### src/design/maint_pkg.sv
/*
  Shared constants and types for the maintenance test control block:
  register offsets, field positions, counts, manual codes, carriers.
  Assumes a 32-bit AHB-Lite slave with one word per register.
*/
package maint_pkg;

  // register byte offsets, decoded on haddr[7:0]
  localparam logic [7:0] CTRL_OFS   = 8'h00;
  localparam logic [7:0] MAN_OFS    = 8'h04;
  localparam logic [7:0] IND_OFS    = 8'h08;
  localparam logic [7:0] IND_HI_OFS = 8'h0c;
  localparam logic [7:0] KEY_OFS    = 8'h10;

  // control register fields
  localparam int CTRL_START  = 0;
  localparam int CTRL_CLEAR  = 1;
  localparam int CTRL_OP_LSB = 2;
  localparam int CTRL_SUPV   = 8;
  localparam int CTRL_SCAN   = 9;
  localparam int CTRL_SENA   = 10;
  // manual register fields
  localparam int MAN_CODE_LSB = 0;
  localparam int MAN_GO       = 4;

  // reset values and counts
  localparam logic [4:0] REPEAT_INIT = 5'h10;
  localparam logic [2:0] SEQ_LOAD    = 3'h7;
  localparam logic [3:0] STEP_FIRST  = 4'h1;
  localparam logic [5:0] OP_RESET    = 6'h00;
  localparam logic [3:0] CODE_RESET  = 4'h0;

  // manual operation codes on general flags 4..7
  localparam logic [3:0] MC_HALT      = 4'h0;
  localparam logic [3:0] MC_STEP      = 4'h1;
  localparam logic [3:0] MC_SET_IAR   = 4'h2;
  localparam logic [3:0] MC_REPEAT    = 4'h3;
  localparam logic [3:0] MC_ADR_CMP   = 4'h4;
  localparam logic [3:0] MC_MS_DISP   = 4'h8;
  localparam logic [3:0] MC_MS_STORE  = 4'h9;
  localparam logic [3:0] MC_KEY_DISP  = 4'ha;
  localparam logic [3:0] MC_KEY_STORE = 4'hb;
  localparam logic [3:0] MC_LS_DISP   = 4'hc;
  localparam logic [3:0] MC_LS_STORE  = 4'hd;
  localparam logic [3:0] MC_BS_DISP   = 4'he;
  localparam logic [3:0] MC_BS_STORE  = 4'hf;

  typedef enum logic [1:0] {T_IDLE, T_LOAD, T_EXEC, T_DONE} test_state_e;
  typedef enum logic [1:0] {SRC_COUNTER, SRC_STORAGE, SRC_STORE} ctl_src_e;

  // indicator set, field order gives bit position (pass is bit 0)
  typedef struct packed {
    logic       machine_check_pending;
    logic       chk_gated;
    logic       chk_allowed;
    logic [3:0] clk_run;      // main storage, control store, channel, cpu
    logic       single_cycle;
    logic       block_ind;
    logic       logout_tgr;
    logic       halt;
    logic       alt_prefix;
    logic [2:0] mode;         // control store, storage, counter
    logic       store_enable;
    logic       scan;
    logic       supv;
    logic       parity_err;
    logic [3:0] load_step;
    logic [2:0] seq;
    logic [5:0] op;
    logic       rep_zero;
    logic       toggle;
    logic       fail;
    logic       pass;
  } ind_s;

  // processor-side events and levels, same clock
  typedef struct packed {
    logic       load_word;
    logic       load_perr;
    logic       cmp_good;
    logic       cmp_bad;
    logic       test_end;
    logic       diagnose;
    logic       hard_err;
    logic       logout_err;
    logic       err_reg_set;
    logic       logout_taken;
    logic       mc_taken;
    logic       psw13;
    logic       psw14;
    logic       manual_state;
    logic [3:0] clk_req;
  } cpu_evt_s;

  // operator panel pins, asynchronous
  typedef struct packed {
    logic        rate_single;
    logic        start_pb;
    logic        stop_sync;
    logic [31:0] data_sw;
  } panel_s;

  localparam int PANEL_W = $bits(panel_s);

  typedef struct packed {
    logic halt_loop;
    logic instr_step;
    logic set_iar;
    logic repeat_instr;
    logic stor_display;
    logic stor_store;
    logic bump;
    logic key_display;
    logic local_display;
    logic local_store;
  } manual_op_s;

endpackage

### src/design/maintenance_test_control.sv
/*
  Maintenance test control: fault-locating test load and execution,
  control source selection, clock halt, check pending and manual
  operation decode, with an AHB-Lite register slave.
  Assumes processor events on hclk; panel pins asynchronous.
*/
// Added by the designer: the address map and the AHB-Lite slave port.
// Functional notes
// - pass bit 0, fail bit 1
// - toggle flips per good comparison
// - repeat counter zero after 16 runs
// - six-bit test operation register, driven out undecoded on test_op
// - sequence counter steers load, advances clock
// - four load-step flags drive load
// - parity error flags failed test load
// - counter decrements only under supervisory flag
// - progressive scan fetches from main storage during diagnose
// - store enable cancels supervisory inhibit during diagnose
// - exactly one control source at once
// - error_clock_halt halts all four clocks
// - logout trigger set on logout error
// - single cycle holds until start pressed
// - report each clock running separately
// - check interrupt allowed when taken possible
// - masked error sets pending, unmask raises
// - manual codes 0 to 3 decoded
// - address compare needs stop, not manual
// - codes 8,9,E,F storage display/store
// - key display and key store codes
// - codes C,D local storage via L
`timescale 1ns/1ps
`default_nettype none

module maintenance_test_control
  import maint_pkg::*;
(
  input  wire logic        hclk,          // 250 MHz bus clock
  input  wire logic        hresetn,       // async reset, low
  input  wire logic        hsel,          // slave select
  input  wire logic [31:0] haddr,         // byte address
  input  wire logic [1:0]  htrans,        // transfer type
  input  wire logic        hwrite,        // write when high
  input  wire logic [2:0]  hsize,         // word only
  input  wire logic        hready,        // bus ready in
  input  wire logic [31:0] hwdata,        // write data
  output logic      [31:0] hrdata,        // read data
  output logic             hreadyout,     // always ready
  output logic             hresp,         // always okay
  input  wire cpu_evt_s    cpu,           // processor events
  input  wire panel_s      panel,         // panel pins
  output logic      [3:0]  clk_en,        // clock enables
  output logic             cycle_advance, // test clock step
  output logic             storage_fetch, // scan fetch request
  output logic             storage_inhibit, // supervisory inhibit
  output logic             logout_req,    // logout trigger
  output logic             mc_irpt_req,   // machine check request
  output logic      [2:0]  ctl_mode,      // control source
  output logic      [5:0]  test_op,       // test operation
  output manual_op_s       manual_op,     // manual pulses
  output logic             adr_compare,   // address compare level
  output logic      [31:0] manual_data,   // captured switches
  output logic      [3:0]  key_reg        // storage key
);

  panel_s      pnl;
  test_state_e state_q;
  ctl_src_e    src_q;
  ind_s        ind;
  manual_op_s  mop_d;
  manual_op_s  mop_q;
  logic [7:0]  addr_q;
  logic        wr_q;
  logic [31:0] rdata_q;
  logic [31:0] rd_mux;
  logic        wr_ctrl;
  logic        wr_man;
  logic        start_w;
  logic        clear_w;
  logic        go_w;
  logic [5:0]  op_q;
  logic        supv_q;
  logic        scan_q;
  logic        sena_q;
  logic [3:0]  code_q;
  logic [3:0]  code_w;
  logic [3:0]  step_q;
  logic [2:0]  seq_q;
  logic [4:0]  rep_q;
  logic        toggle_q;
  logic        bad_q;
  logic        pass_q;
  logic        fail_q;
  logic        perr_q;
  logic        halt_q;
  logic [3:0]  clk_q;
  logic        adv_q;
  logic        fetch_q;
  logic        inhibit_q;
  logic        logout_q;
  logic        pend_q;
  logic        logged_q;
  logic        mcreq_q;
  logic        allow_q;
  logic        single_q;
  logic        start_prev_q;
  logic        adrcmp_q;
  logic [31:0] mdata_q;
  logic [3:0]  key_q;

  pin_sync #(.W(PANEL_W)) u_sync (
    .hclk    (hclk),
    .hresetn (hresetn),
    .pin_in  (panel),
    .pin_out (pnl)
  );

  // bus slave: zero wait, read data latched in the address phase
  assign hreadyout = 1'b1;
  assign hresp     = 1'b0;
  assign hrdata    = rdata_q;

  always_comb begin
    rd_mux = 32'h0;
    if (haddr[7:0] == CTRL_OFS) begin
      rd_mux[CTRL_OP_LSB +: 6] = op_q;
      rd_mux[CTRL_SUPV]        = supv_q;
      rd_mux[CTRL_SCAN]        = scan_q;
      rd_mux[CTRL_SENA]        = sena_q;
    end else if (haddr[7:0] == MAN_OFS) begin
      rd_mux[MAN_CODE_LSB +: 4] = code_q;
    end else if (haddr[7:0] == IND_OFS) begin
      rd_mux = ind[31:0];
    end else if (haddr[7:0] == IND_HI_OFS) begin
      rd_mux[3:0] = ind[35:32];
    end else if (haddr[7:0] == KEY_OFS) begin
      rd_mux[3:0] = key_q;
    end
  end

  always_ff @(posedge hclk or negedge hresetn) begin
    if (!hresetn) begin
      addr_q  <= 8'h0;
      wr_q    <= 1'b0;
      rdata_q <= 32'h0;
    end else begin
      wr_q <= 1'b0;
      if (hsel && htrans[1] && hready) begin
        addr_q <= haddr[7:0];
        wr_q   <= hwrite;
        if (!hwrite) begin
          rdata_q <= rd_mux;
        end
      end
    end
  end

  assign wr_ctrl = wr_q && (addr_q == CTRL_OFS);
  assign wr_man  = wr_q && (addr_q == MAN_OFS);
  // a start during execution must not reset the running counters
  assign start_w = wr_ctrl && hwdata[CTRL_START] && (state_q != T_EXEC);
  assign clear_w = wr_ctrl && hwdata[CTRL_CLEAR];
  assign go_w    = wr_man && hwdata[MAN_GO];
  // go acts on the code written with it, not the previous one
  assign code_w  = wr_man ? hwdata[MAN_CODE_LSB +: 4] : code_q;

  always_ff @(posedge hclk or negedge hresetn) begin
    if (!hresetn) begin
      op_q   <= OP_RESET;
      supv_q <= 1'b0;
      scan_q <= 1'b0;
      sena_q <= 1'b0;
    end else if (wr_ctrl) begin
      op_q   <= hwdata[CTRL_OP_LSB +: 6];
      supv_q <= hwdata[CTRL_SUPV];
      scan_q <= hwdata[CTRL_SCAN];
      sena_q <= hwdata[CTRL_SENA];
    end
  end

  always_ff @(posedge hclk or negedge hresetn) begin
    if (!hresetn) begin
      code_q <= CODE_RESET;
    end else if (wr_man) begin
      code_q <= hwdata[MAN_CODE_LSB +: 4];
    end
  end

  // test sequence; a start while a test runs is ignored
  always_ff @(posedge hclk or negedge hresetn) begin
    if (!hresetn) begin
      state_q <= T_IDLE;
    end else begin
      case (state_q)
        T_IDLE, T_DONE: begin
          if (start_w) begin
            state_q <= T_LOAD;
          end
        end
        T_LOAD: begin
          if (cpu.load_word && cpu.load_perr) begin
            state_q <= T_DONE;
          end else if (cpu.load_word && step_q[3]) begin
            state_q <= T_EXEC;
          end
        end
        T_EXEC: begin
          if (cpu.test_end && (bad_q || cpu.cmp_bad || toggle_q ||
                               rep_q == 5'h1)) begin
            state_q <= T_DONE;
          end
        end
        default: state_q <= T_IDLE;
      endcase
    end
  end

  // one load-step flag per loaded word
  always_ff @(posedge hclk or negedge hresetn) begin
    if (!hresetn) begin
      step_q <= 4'h0;
    end else if (state_q != T_LOAD && start_w) begin
      step_q <= STEP_FIRST;
    end else if (state_q == T_LOAD && cpu.load_word) begin
      step_q <= {step_q[2:0], 1'b0};
    end
  end

  // sequence counter, load control and clock advance
  always_ff @(posedge hclk or negedge hresetn) begin
    if (!hresetn) begin
      seq_q <= 3'h0;
      adv_q <= 1'b0;
    end else begin
      adv_q <= (state_q == T_EXEC);
      if (state_q != T_LOAD && start_w) begin
        seq_q <= SEQ_LOAD;
      end else if (state_q == T_LOAD && cpu.load_word && supv_q) begin
        seq_q <= seq_q - 3'h1;
      end else if (state_q == T_EXEC) begin
        seq_q <= seq_q + 3'h1;
      end
    end
  end

  always_ff @(posedge hclk or negedge hresetn) begin
    if (!hresetn) begin
      toggle_q <= 1'b0;
    end else if (state_q != T_LOAD && start_w) begin
      toggle_q <= 1'b0;
    end else if (state_q == T_EXEC && cpu.cmp_good) begin
      toggle_q <= ~toggle_q;
    end
  end

  always_ff @(posedge hclk or negedge hresetn) begin
    if (!hresetn) begin
      bad_q <= 1'b0;
    end else if (state_q == T_EXEC && cpu.test_end) begin
      bad_q <= 1'b0;
    end else if (state_q == T_EXEC && cpu.cmp_bad) begin
      bad_q <= 1'b1;
    end
  end

  always_ff @(posedge hclk or negedge hresetn) begin
    if (!hresetn) begin
      rep_q <= REPEAT_INIT;
    end else if (state_q != T_LOAD && start_w) begin
      rep_q <= REPEAT_INIT;
    end else if (state_q == T_EXEC && cpu.test_end &&
                 !bad_q && !cpu.cmp_bad && !toggle_q) begin
      rep_q <= rep_q - 5'h1;
    end
  end

  always_ff @(posedge hclk or negedge hresetn) begin
    if (!hresetn) begin
      pass_q <= 1'b0;
      fail_q <= 1'b0;
    end else if (state_q == T_EXEC && cpu.test_end) begin
      if (bad_q || cpu.cmp_bad || toggle_q) begin
        fail_q <= 1'b1;
      end else if (rep_q == 5'h1) begin
        pass_q <= 1'b1;
      end
    end else if (clear_w || (state_q != T_LOAD && start_w)) begin
      pass_q <= 1'b0;
      fail_q <= 1'b0;
    end
  end

  // parity flag; set wins over clear
  always_ff @(posedge hclk or negedge hresetn) begin
    if (!hresetn) begin
      perr_q <= 1'b0;
    end else if (state_q == T_LOAD && cpu.load_word && cpu.load_perr) begin
      perr_q <= 1'b1;
    end else if (clear_w || (state_q != T_LOAD && start_w)) begin
      perr_q <= 1'b0;
    end
  end

  always_ff @(posedge hclk or negedge hresetn) begin
    if (!hresetn) begin
      src_q <= SRC_STORE;
    end else if (state_q == T_LOAD || state_q == T_EXEC) begin
      src_q <= SRC_COUNTER;
    end else if (scan_q && cpu.diagnose) begin
      src_q <= SRC_STORAGE;
    end else begin
      src_q <= SRC_STORE;
    end
  end

  always_ff @(posedge hclk or negedge hresetn) begin
    if (!hresetn) begin
      fetch_q   <= 1'b0;
      inhibit_q <= 1'b0;
    end else begin
      fetch_q   <= scan_q && cpu.diagnose;
      inhibit_q <= supv_q && !(sena_q && cpu.diagnose);
    end
  end

  always_ff @(posedge hclk or negedge hresetn) begin
    if (!hresetn) begin
      halt_q <= 1'b0;
    end else if (cpu.hard_err) begin
      halt_q <= 1'b1;
    end else if (clear_w) begin
      halt_q <= 1'b0;
    end
  end

  // enable per clock doubles as running flag
  always_ff @(posedge hclk or negedge hresetn) begin
    if (!hresetn) begin
      clk_q <= 4'h0;
    end else if (cpu.hard_err || halt_q) begin
      clk_q <= 4'h0;
    end else begin
      clk_q <= cpu.clk_req;
    end
  end

  // cleared once the interrupt is taken
  always_ff @(posedge hclk or negedge hresetn) begin
    if (!hresetn) begin
      pend_q <= 1'b0;
    end else if (cpu.err_reg_set && !cpu.psw13) begin
      pend_q <= 1'b1;
    end else if (cpu.mc_taken) begin
      pend_q <= 1'b0;
    end
  end

  // logout trigger, also from unmasked pending
  always_ff @(posedge hclk or negedge hresetn) begin
    if (!hresetn) begin
      logout_q <= 1'b0;
    end else if (cpu.logout_err ||
                 (pend_q && cpu.psw13 && !logged_q && !logout_q)) begin
      logout_q <= 1'b1;
    end else if (cpu.logout_taken) begin
      logout_q <= 1'b0;
    end
  end

  always_ff @(posedge hclk or negedge hresetn) begin
    if (!hresetn) begin
      logged_q <= 1'b0;
      mcreq_q  <= 1'b0;
    end else begin
      if (!pend_q || cpu.mc_taken) begin
        logged_q <= 1'b0;
      end else if (logout_q && cpu.logout_taken) begin
        logged_q <= 1'b1;
      end
      mcreq_q <= pend_q && logged_q && cpu.psw13 && !cpu.mc_taken;
    end
  end

  // interrupt possible when unmasked, clocks up
  always_ff @(posedge hclk or negedge hresetn) begin
    if (!hresetn) begin
      allow_q <= 1'b0;
    end else begin
      allow_q <= cpu.psw13 && !halt_q && !cpu.hard_err;
    end
  end

  // held until start after leaving single
  always_ff @(posedge hclk or negedge hresetn) begin
    if (!hresetn) begin
      single_q     <= 1'b0;
      start_prev_q <= 1'b0;
    end else begin
      start_prev_q <= pnl.start_pb;
      if (pnl.rate_single) begin
        single_q <= 1'b1;
      end else if (pnl.start_pb && !start_prev_q) begin
        single_q <= 1'b0;
      end
    end
  end

  // manual decode on general flags 4..7
  always_comb begin
    mop_d = '0;
    case (code_w)
      MC_HALT:      mop_d.halt_loop    = 1'b1;
      MC_STEP:      mop_d.instr_step   = !cpu.psw14;
      MC_SET_IAR:   mop_d.set_iar      = 1'b1;
      MC_REPEAT:    mop_d.repeat_instr = 1'b1;
      // main and bump storage via data reg
      MC_MS_DISP:   mop_d.stor_display = 1'b1;
      MC_MS_STORE:  mop_d.stor_store   = 1'b1;
      MC_BS_DISP: begin
        mop_d.stor_display = 1'b1;
        mop_d.bump         = 1'b1;
      end
      MC_BS_STORE: begin
        mop_d.stor_store = 1'b1;
        mop_d.bump       = 1'b1;
      end
      MC_KEY_DISP:  mop_d.key_display  = 1'b1;
      MC_LS_DISP:   mop_d.local_display = 1'b1;
      MC_LS_STORE:  mop_d.local_store   = 1'b1;
      default:      mop_d = '0;
    endcase
  end

  always_ff @(posedge hclk or negedge hresetn) begin
    if (!hresetn) begin
      mop_q <= '0;
    end else begin
      mop_q <= go_w ? mop_d : '0;
    end
  end

  // compare only in stop/sync, not manual, not wait
  always_ff @(posedge hclk or negedge hresetn) begin
    if (!hresetn) begin
      adrcmp_q <= 1'b0;
    end else begin
      adrcmp_q <= (code_q == MC_ADR_CMP) && pnl.stop_sync &&
                  !cpu.manual_state && !cpu.psw14;
    end
  end

  always_ff @(posedge hclk or negedge hresetn) begin
    if (!hresetn) begin
      key_q <= 4'h0;
    end else if (go_w && code_w == MC_KEY_STORE) begin
      key_q <= pnl.data_sw[3:0];
    end
  end

  always_ff @(posedge hclk or negedge hresetn) begin
    if (!hresetn) begin
      mdata_q <= 32'h0;
    end else if (go_w && (code_w == MC_MS_STORE ||
                          code_w == MC_LS_STORE ||
                          code_w == MC_BS_STORE)) begin
      mdata_q <= pnl.data_sw;
    end
  end

  always_comb begin
    ind              = '0;
    ind.pass         = pass_q;
    ind.fail         = fail_q;
    ind.toggle       = toggle_q;
    ind.rep_zero     = (rep_q == 5'h0);
    ind.op           = op_q;
    ind.seq          = seq_q;
    ind.load_step    = step_q;
    ind.parity_err   = perr_q;
    ind.supv         = supv_q;
    ind.scan         = scan_q;
    ind.store_enable = sena_q;
    ind.mode         = ctl_mode;
    ind.halt         = halt_q;
    ind.logout_tgr   = logout_q;
    ind.single_cycle = single_q;
    ind.clk_run      = {clk_q[3], clk_q[2], clk_q[1], clk_q[0]};
    ind.chk_allowed  = allow_q;
    ind.machine_check_pending     = pend_q;
  end

  // one-hot mode from a single source
  assign ctl_mode = {src_q == SRC_STORE, src_q == SRC_STORAGE,
                     src_q == SRC_COUNTER};

  assign clk_en          = clk_q;
  assign cycle_advance   = adv_q;
  assign storage_fetch   = fetch_q;
  assign storage_inhibit = inhibit_q;
  assign logout_req      = logout_q;
  assign mc_irpt_req     = mcreq_q;
  assign test_op         = op_q;
  assign manual_op       = mop_q;
  assign adr_compare     = adrcmp_q;
  assign manual_data     = mdata_q;
  assign key_reg         = key_q;

endmodule

`default_nettype wire

### src/design/pin_sync.sv
/*
  Three-stage synchroniser with agreement filter for panel pins.
  Assumes inputs asynchronous to hclk; output moves only when the
  second and third stages agree.
*/
`timescale 1ns/1ps
`default_nettype none

module pin_sync #(
  parameter int W = 1
) (
  input  wire logic         hclk,    // bus clock
  input  wire logic         hresetn, // async reset, low
  input  wire logic [W-1:0] pin_in,  // raw pins
  output logic      [W-1:0] pin_out  // filtered level
);

  logic [W-1:0] s1_q;
  logic [W-1:0] s2_q;
  logic [W-1:0] s3_q;
  logic [W-1:0] out_q;

  always_ff @(posedge hclk or negedge hresetn) begin
    if (!hresetn) begin
      s1_q <= '0;
      s2_q <= '0;
      s3_q <= '0;
    end else begin
      s1_q <= pin_in;
      s2_q <= s1_q;
      s3_q <= s2_q;
    end
  end

  // bits in disagreement hold the old level
  always_ff @(posedge hclk or negedge hresetn) begin
    if (!hresetn) begin
      out_q <= '0;
    end else begin
      out_q <= (s3_q & ~(s2_q ^ s3_q)) | (out_q & (s2_q ^ s3_q));
    end
  end

  assign pin_out = out_q;

endmodule

`default_nettype wire
### config.mk
export PLATFORM = sky130hd
export DESIGN_NAME = maintenance_test_control
export DESIGN_NICKNAME = d
export VERILOG_FILES = /design/src/design/maint_pkg.sv /design/src/design/maintenance_test_control.sv /design/src/design/pin_sync.sv
export SDC_FILE = /design/constraint.sdc
export NUM_CORES = 1
export LEC_CHECK = 0
export ABC_AREA = 1
export BUFFER_PORTS_ARGS = -buffer_cell sky130_fd_sc_hd__clkbuf_2
export CAP_MARGIN = 10
export CORE_ASPECT_RATIO = 1.25
export CORE_UTILIZATION = 53
export DETAILED_ROUTE_END_ITERATION = 8
export PLACE_DENSITY_LB_ADDON = 0.2
export SLEW_MARGIN = 20
export SYNTH_ARGS = -nofsm -noshare
export SYNTH_HDL_FRONTEND = slang
export SYNTH_SLANG_ARGS = --single-unit
### constraint.sdc
create_clock -name hclk -period 2 [get_ports hclk]
set_input_delay 0.2 -clock hclk [delete_from_list [all_inputs] [get_ports hclk]]
set_output_delay 0.2 -clock hclk [all_outputs]
set_load 0.02 [all_outputs]
## Yosys cells after proc, flatten, opt, wreduce, memory -nomap -nowiden

Index checks and enable logic that the tools add are counted.
W data, S select, Z words.

| cells by class | value |
|---|---|
| add/sub/neg operators | 3 |
| eq/ne operators | 31 |
| mux-type cells | 58 |
| bitwise gates (word level) | 7 |
| reduce and logical (&&, ||, !) cells | 90 |

Operator list:

| cell | count |
|---|---|
| $and A35 B35 Y35 | 2 |
| $mux W28 | 2 |
| $logic_and A1 B1 Y1 | 40 |
| $not A35 Y35 | 1 |
| $or A35 B35 Y35 | 1 |
| $xor A35 B35 Y35 | 1 |
| $eq A4 B4 Y1 const B | 8 |
| $mux W1 | 32 |
| $mux W4 | 8 |
| $reduce_bool A2 Y1 | 11 |
| $mux W21 | 1 |
| $eq A8 B3 Y1 const B | 2 |
| $eq A8 B4 Y1 const B | 2 |
| $logic_not A8 Y1 | 2 |
| $logic_not A1 Y1 | 14 |
| $mux W2 | 7 |
| $logic_or A1 B1 Y1 | 10 |
| $mux W10 | 1 |
| $mux W5 | 2 |
| $mux W3 | 3 |
| $mux W9 | 1 |
| $eq A4 B2 Y1 const B | 2 |
| $eq A8 B5 Y1 const B | 1 |
| $ne A2 B2 Y1 const B | 4 |
| 19 further kinds | 31 |

| storage, ports and cells | value |
|---|---|
| bits in registers | 277 |
| logic and storage cells | 236 |

## Depth between registers and ports, before layout

| logic depth | value |
|---|---|
| word-level depth | 8 |
| gate-level depth with buffers | 13 |

## Cells and area by module

A second synthesis with hierarchy kept.

| unflattened totals | value |
|---|---|
| cells, all modules | 944 |
| area, all modules | 9944.5 um^2 |

By module, submodules not included:

| module | times used | cells each | area an instance (um^2) | seq. area each (um^2) |
|---|---|---|---|---|
| maintenance_test_control | 1 | 664 | 5871.9 | 3380.7 |
| pin_sync | 1 | 280 | 4072.7 | 3503.4 |

## Worst setup path after synthesis

OpenSTA, ideal clock, no wires.

| timing | value |
|---|---|
| path type | register to register |
| from | reg state_q[1] |
| to | reg seq_q[2] |
| data arrival time | 1555 ps |
| data required time | 1857 ps |
| path slack | 302 ps |
| cell stages (with the launch flop) | 10 |
| period minus slack after synthesis | 1698 ps |
| cell sequence | dfrtp_1 > inv_1 > ha_1 > nand2_1 > nor2_1 > inv_1 > fa_1 > xnor2_1 > nand3_1 > o2111ai_1 |

| between the ends | value |
|---|---|
| cells in the longest elaborated chain, start to end | 5 |

Ends and longest elaborated chain:

| item | line | text |
|---|---|---|
| start: declaration | maintenance_test_control.sv:66 | `test_state_e state_q;` |
| start signal: assignment | maintenance_test_control.sv:191 | `state_q <= T_IDLE;` |
| start signal: assignment | maintenance_test_control.sv:196 | `state_q <= T_LOAD;` |
| start signal: assignment | maintenance_test_control.sv:201 | `state_q <= T_DONE;` |
| $eq A2 B1 Y1 | maintenance_test_control.sv:237 | `end else if (state_q == T_LOAD && cpu.load_word && supv_q) begin` |
| $logic_and A1 B1 Y1 (2 in a row) | maintenance_test_control.sv:237 |  |
| $mux W3 | maintenance_test_control.sv:237 |  |
| $mux W3 | maintenance_test_control.sv:235 | `if (state_q != T_LOAD && start_w) begin` |
| end signal: assignment | maintenance_test_control.sv:238 | `seq_q <= seq_q - 3'h1;` |
| end signal: assignment | maintenance_test_control.sv:240 | `seq_q <= seq_q + 3'h1;` |
| end: declaration | maintenance_test_control.sv:87 | `logic [2:0] seq_q;` |

Several ways; a longest one is shown, not always the timed one.
A chain may end at the register's enable or synchronous reset.

## Worst setup path after layout

| timing | value |
|---|---|
| from | reg logout_q, in the netlist logout_req |
| to | reg logout_q, in the netlist logout_req |

| between the ends | value |
|---|---|
| cells in the longest elaborated chain, start to end | 4 |

Ends and longest elaborated chain:

| item | line | text |
|---|---|---|
| start: declaration | maintenance_test_control.sv:99 | `logic logout_q;` |
| start signal: assignment | maintenance_test_control.sv:360 | `logout_q <= 1'b0;` |
| start signal: assignment | maintenance_test_control.sv:363 | `logout_q <= 1'b1;` |
| start signal: assignment | maintenance_test_control.sv:365 | `logout_q <= 1'b0;` |
| $logic_not A1 Y1 (*) | maintenance_test_control.sv:362 | `(pend_q && cpu.psw13 && !logged_q && !logout_q)) begin` |
| $logic_and A1 B1 Y1 (*) | maintenance_test_control.sv:362 |  |
| $logic_or A1 B1 Y1 (*) | maintenance_test_control.sv:361 | `end else if (cpu.logout_err \|\|` |
| $mux W1 or $reduce_bool A2 Y1 (tied branches) | n/a |  |

Mark *: on every way between the ends. The rest lies on a longest branch, timed or not.

==> impl_metrics.json <==
{
  "grt_pass1_vias": 6961,
  "rows": 55,
  "area_growth_pct": 30.2,
  "worstPathMaxFanout": 4,
  "fmax_ghz": 0.522,
  "wire_per_inst_um": 15.6,
  "min_path_cells": 3,
  "slowest_stage": "dlygate4sd3_1",
  "wl_um": 21400,
  "critPathLaunch": "logout_req",
  "vias": 6921,
  "dieArea_um2": 19000,
  "nNetsFinal": 1254,
  "min_period_ps": 1920,
  "grt.total_usage": 0.230,
  "dp_cells": 1239,
  "cpPeakStageDelay_ps": 560,
  "grt_pass1_wl_um": 33900,
  "power.density_nw_per_um2": 1050,
  "crit_path_frequent_cell": "dlygate4sd3_1",
  "hold_viol": 0,
  "synthArstFlopShare": 1.00,
  "postSynthCellCount": 853,
  "period_share": 0.958,
  "grt_overflow": 0,
  "drc": 0,
  "syn_area_um2": 9790,
  "setup_ws_ps": 84.3,
  "yosys_warnings": 0,
  "antenna_found_initial": 1,
  "final_antenna_net_count": 0,
  "holdWs_ps": 1.50,
  "die_h_um": 154,
  "ys_ff_latch": 275,
  "wl_met1_um": 8690,
  "drt_iter0_drc": 410,
  "maxCapViolCount": 0,
  "gp_congestion": 0.883,
  "critical_path.cell_chain": "nand2_1 > a21oi_1 > dlygate4sd3_1 > o21ai_0 > dlygate4sd3_1",
  "crit_family": "buffers and inverters",
  "fill_cells": 1320,
  "dp_slack_ps": -0.977,
  "end_kind": "flip-flop",
  "r2r-start": "logout_req",
  "cp.depth": 5,
  "clock_path_buffers": 3,
  "grt_max_degree": 60,
  "core-area_um2": 18100,
  "hpwlAfterDp_um": 14200,
  "hold_class": "input pin to flip-flop",
  "clk_latency_ps": 520,
  "crit_arrival_ps": 2320,
  "setup-violations-final": 0,
  "synth-seq-area-share": 0.703,
  "yosysUniqueCellTypes": 41,
  "slew_viol_final": 0,
  "r2r_cells": 5,
  "dr_wl_met2_um": 10700,
  "cts_root_buf": "clkbuf_16",
  "worstHoldStart": "haddr[0]",
  "clkTransAtPathRegs_ps": 70,
  "worst_ir_drop_vdd_mv": 0.920,
  "htree_levels": 1,
  "critical_path_buf_inv_count": 2,
  "top_layer_used": "met4",
  "die_x_um": 124,
  "ios": 226,
  "relSlewSlack": 0.661,
  "synth-main-ff-cell": "dfrtp_1",
  "finalNonFillerCells": 1370,
  "cts.sinks": 275,
  "status": "complete, no violations",
  "start_util": 0.541,
  "vias_per_cell": 5.05,
  "worst_pin_slew_ps": 506,
  "port-buffer-count": 172,
  "worstSetupPathType": "flip-flop to flip-flop",
  "tns_ps": 0,
  "cts_tree": "yes",
  "final_core_util": 0.704,
  "wl_met3_um": 1390,
  "final_layout_size_suffix_gt1_frac": 0.240,
  "cts_buffers": 26,
  "cp-start-kind": "flip-flop",
  "required_ps": 2410,
  "synth_edf_count": 0,
  "drt-pass1-iter-count": 4,
  "synth.avg_cell_area_um2": 11.5,
  "power_leakage_nw": 6.53,
  "fin_skew_ps": 11.4
}
cells in the final DEF (no fill, tap or decap), drive strengths merged:
master and count:
dfrtp 273, nand2 210, clkbuf 206, nand3 76, dlygate4sd3 72, inv 72, nor2 47, maj3 35
o21ai 35, buf 32, a21oi 19, nor3 7, clkinv 7, nand4 5, o31ai 5, ha 5
bufinv 5, o211ai 4, conb 4, clkinvlp 3, xor2 3, or2 2, nand3b 2, nor4 2
dfstp 2, diode 1, o22ai 1, xnor2 1, o2111ai 1, a31oi 1, o21bai 1, mux2 1
mux2i 1, fa 1
worst register-to-register path, delay by kind of cell (launching register included):
family                 cells  cell delay, ps
buffers and inverters      2            1110
and+or+nand+nor            1              90
DFF                        1             410
AOI/OAI and AO/OA          2             190
through the flow:
stage / cell area, µm² / total power, mW
5_1_grt: 12700 / 14.0
4_1_cts: 12600 / 13.5
6_report: 12700 / 13.4
3_3_place_gp: 10900 / 7.95
3_5_place_dp: 10900 / 8.03
2_1_floorplan: 9800 / 7.48
cells in the mapped netlist (all sizes together), types with 2 or more instances:
master,n,share of area
or2,2,0.0013
inv,72,0.028
nand3b,2,0.0015
nor4,2,0.0013
nand3,76,0.040
conb,2,0.00077
nand2,209,0.083
a21oi,19,0.0097
o211ai,4,0.0031
o31ai,5,0.0038
buf,28,0.021
maj3,35,0.036
clkinv,2,0.00077
clkbuf,10,0.0038
nor3,7,0.0041
ha,5,0.0064
dfrtp,273,0.70
nor2,47,0.020
nand4,5,0.0032
xor2,3,0.0027
o21ai,35,0.018
dfstp,2,0.0054
path summary, 6_finish.rpt:
| check | end | slack, ps |
|---|---|---|
| max | logout_req | 80 |
| min | addr_q[0] | 1 |
| max reg2reg | logout_req | 80 |
| min reg2reg | u_sync.s2_q[12] | 350 |
| max in group asynchronous | u_sync.s1_q[9] | 1040 |
| min in group asynchronous | hrdata[28] | 180 |
report_power, final:
part / switching [mW] / total, mW / internal (mW)
combinational: 1.04 / 1.73 / 0.690
clock: 2.05 / 5.31 / 3.26
sequential: 0.312 / 6.37 / 6.06
total: 3.40 / 13.4 / 10.0
per-layer routing:
metal / track usage / vias to the layer above
met3: 0.0504 / 51
met5: 0 / -
met4: 0.0786 / 0
met1: 0.292 / 3391
li1: - / 3266
met2: 0.388 / 213
kinds of logic after synthesis:
| logic type | count (synthesis) | synth area share |
|---|---|---|
| DFF | 275 | 0.703 |
| muxes | 2 | 0.00217 |
| xor gates and xnor gates | 4 | 0.00358 |
| buffers and inverters | 112 | 0.0534 |
| other | 2 | 0.000767 |
| AOI/OAI and AO/OA | 67 | 0.0375 |
| adders and majority gates | 41 | 0.0442 |
| and+or+nand+nor | 350 | 0.155 |
repair_timing:
item                                    4_1_cts  5_1_grt
gates resized for setup                       1       11
hold buffers                                 72        0
endpoints found under the hold margin       119        0
buffers inserted                              0        9
endpoints found under the setup margin       15       39
pin swaps                                     0        5
cloned                                        0        1
area by class of cell:
class                      count  area (µm²)  area share
clock inverter                13         206      0.0162
antenna                        1        2.50    0.000196
multi-input combinational    469        2440       0.192
clock buffer                  35         744      0.0584
tap                          228         285      0.0224
inverter                      74         282      0.0221
sequential                   275        6890       0.540
timing repair buffer         275        1900       0.149
Note: power is estimated with default switching activity, not from simulation.
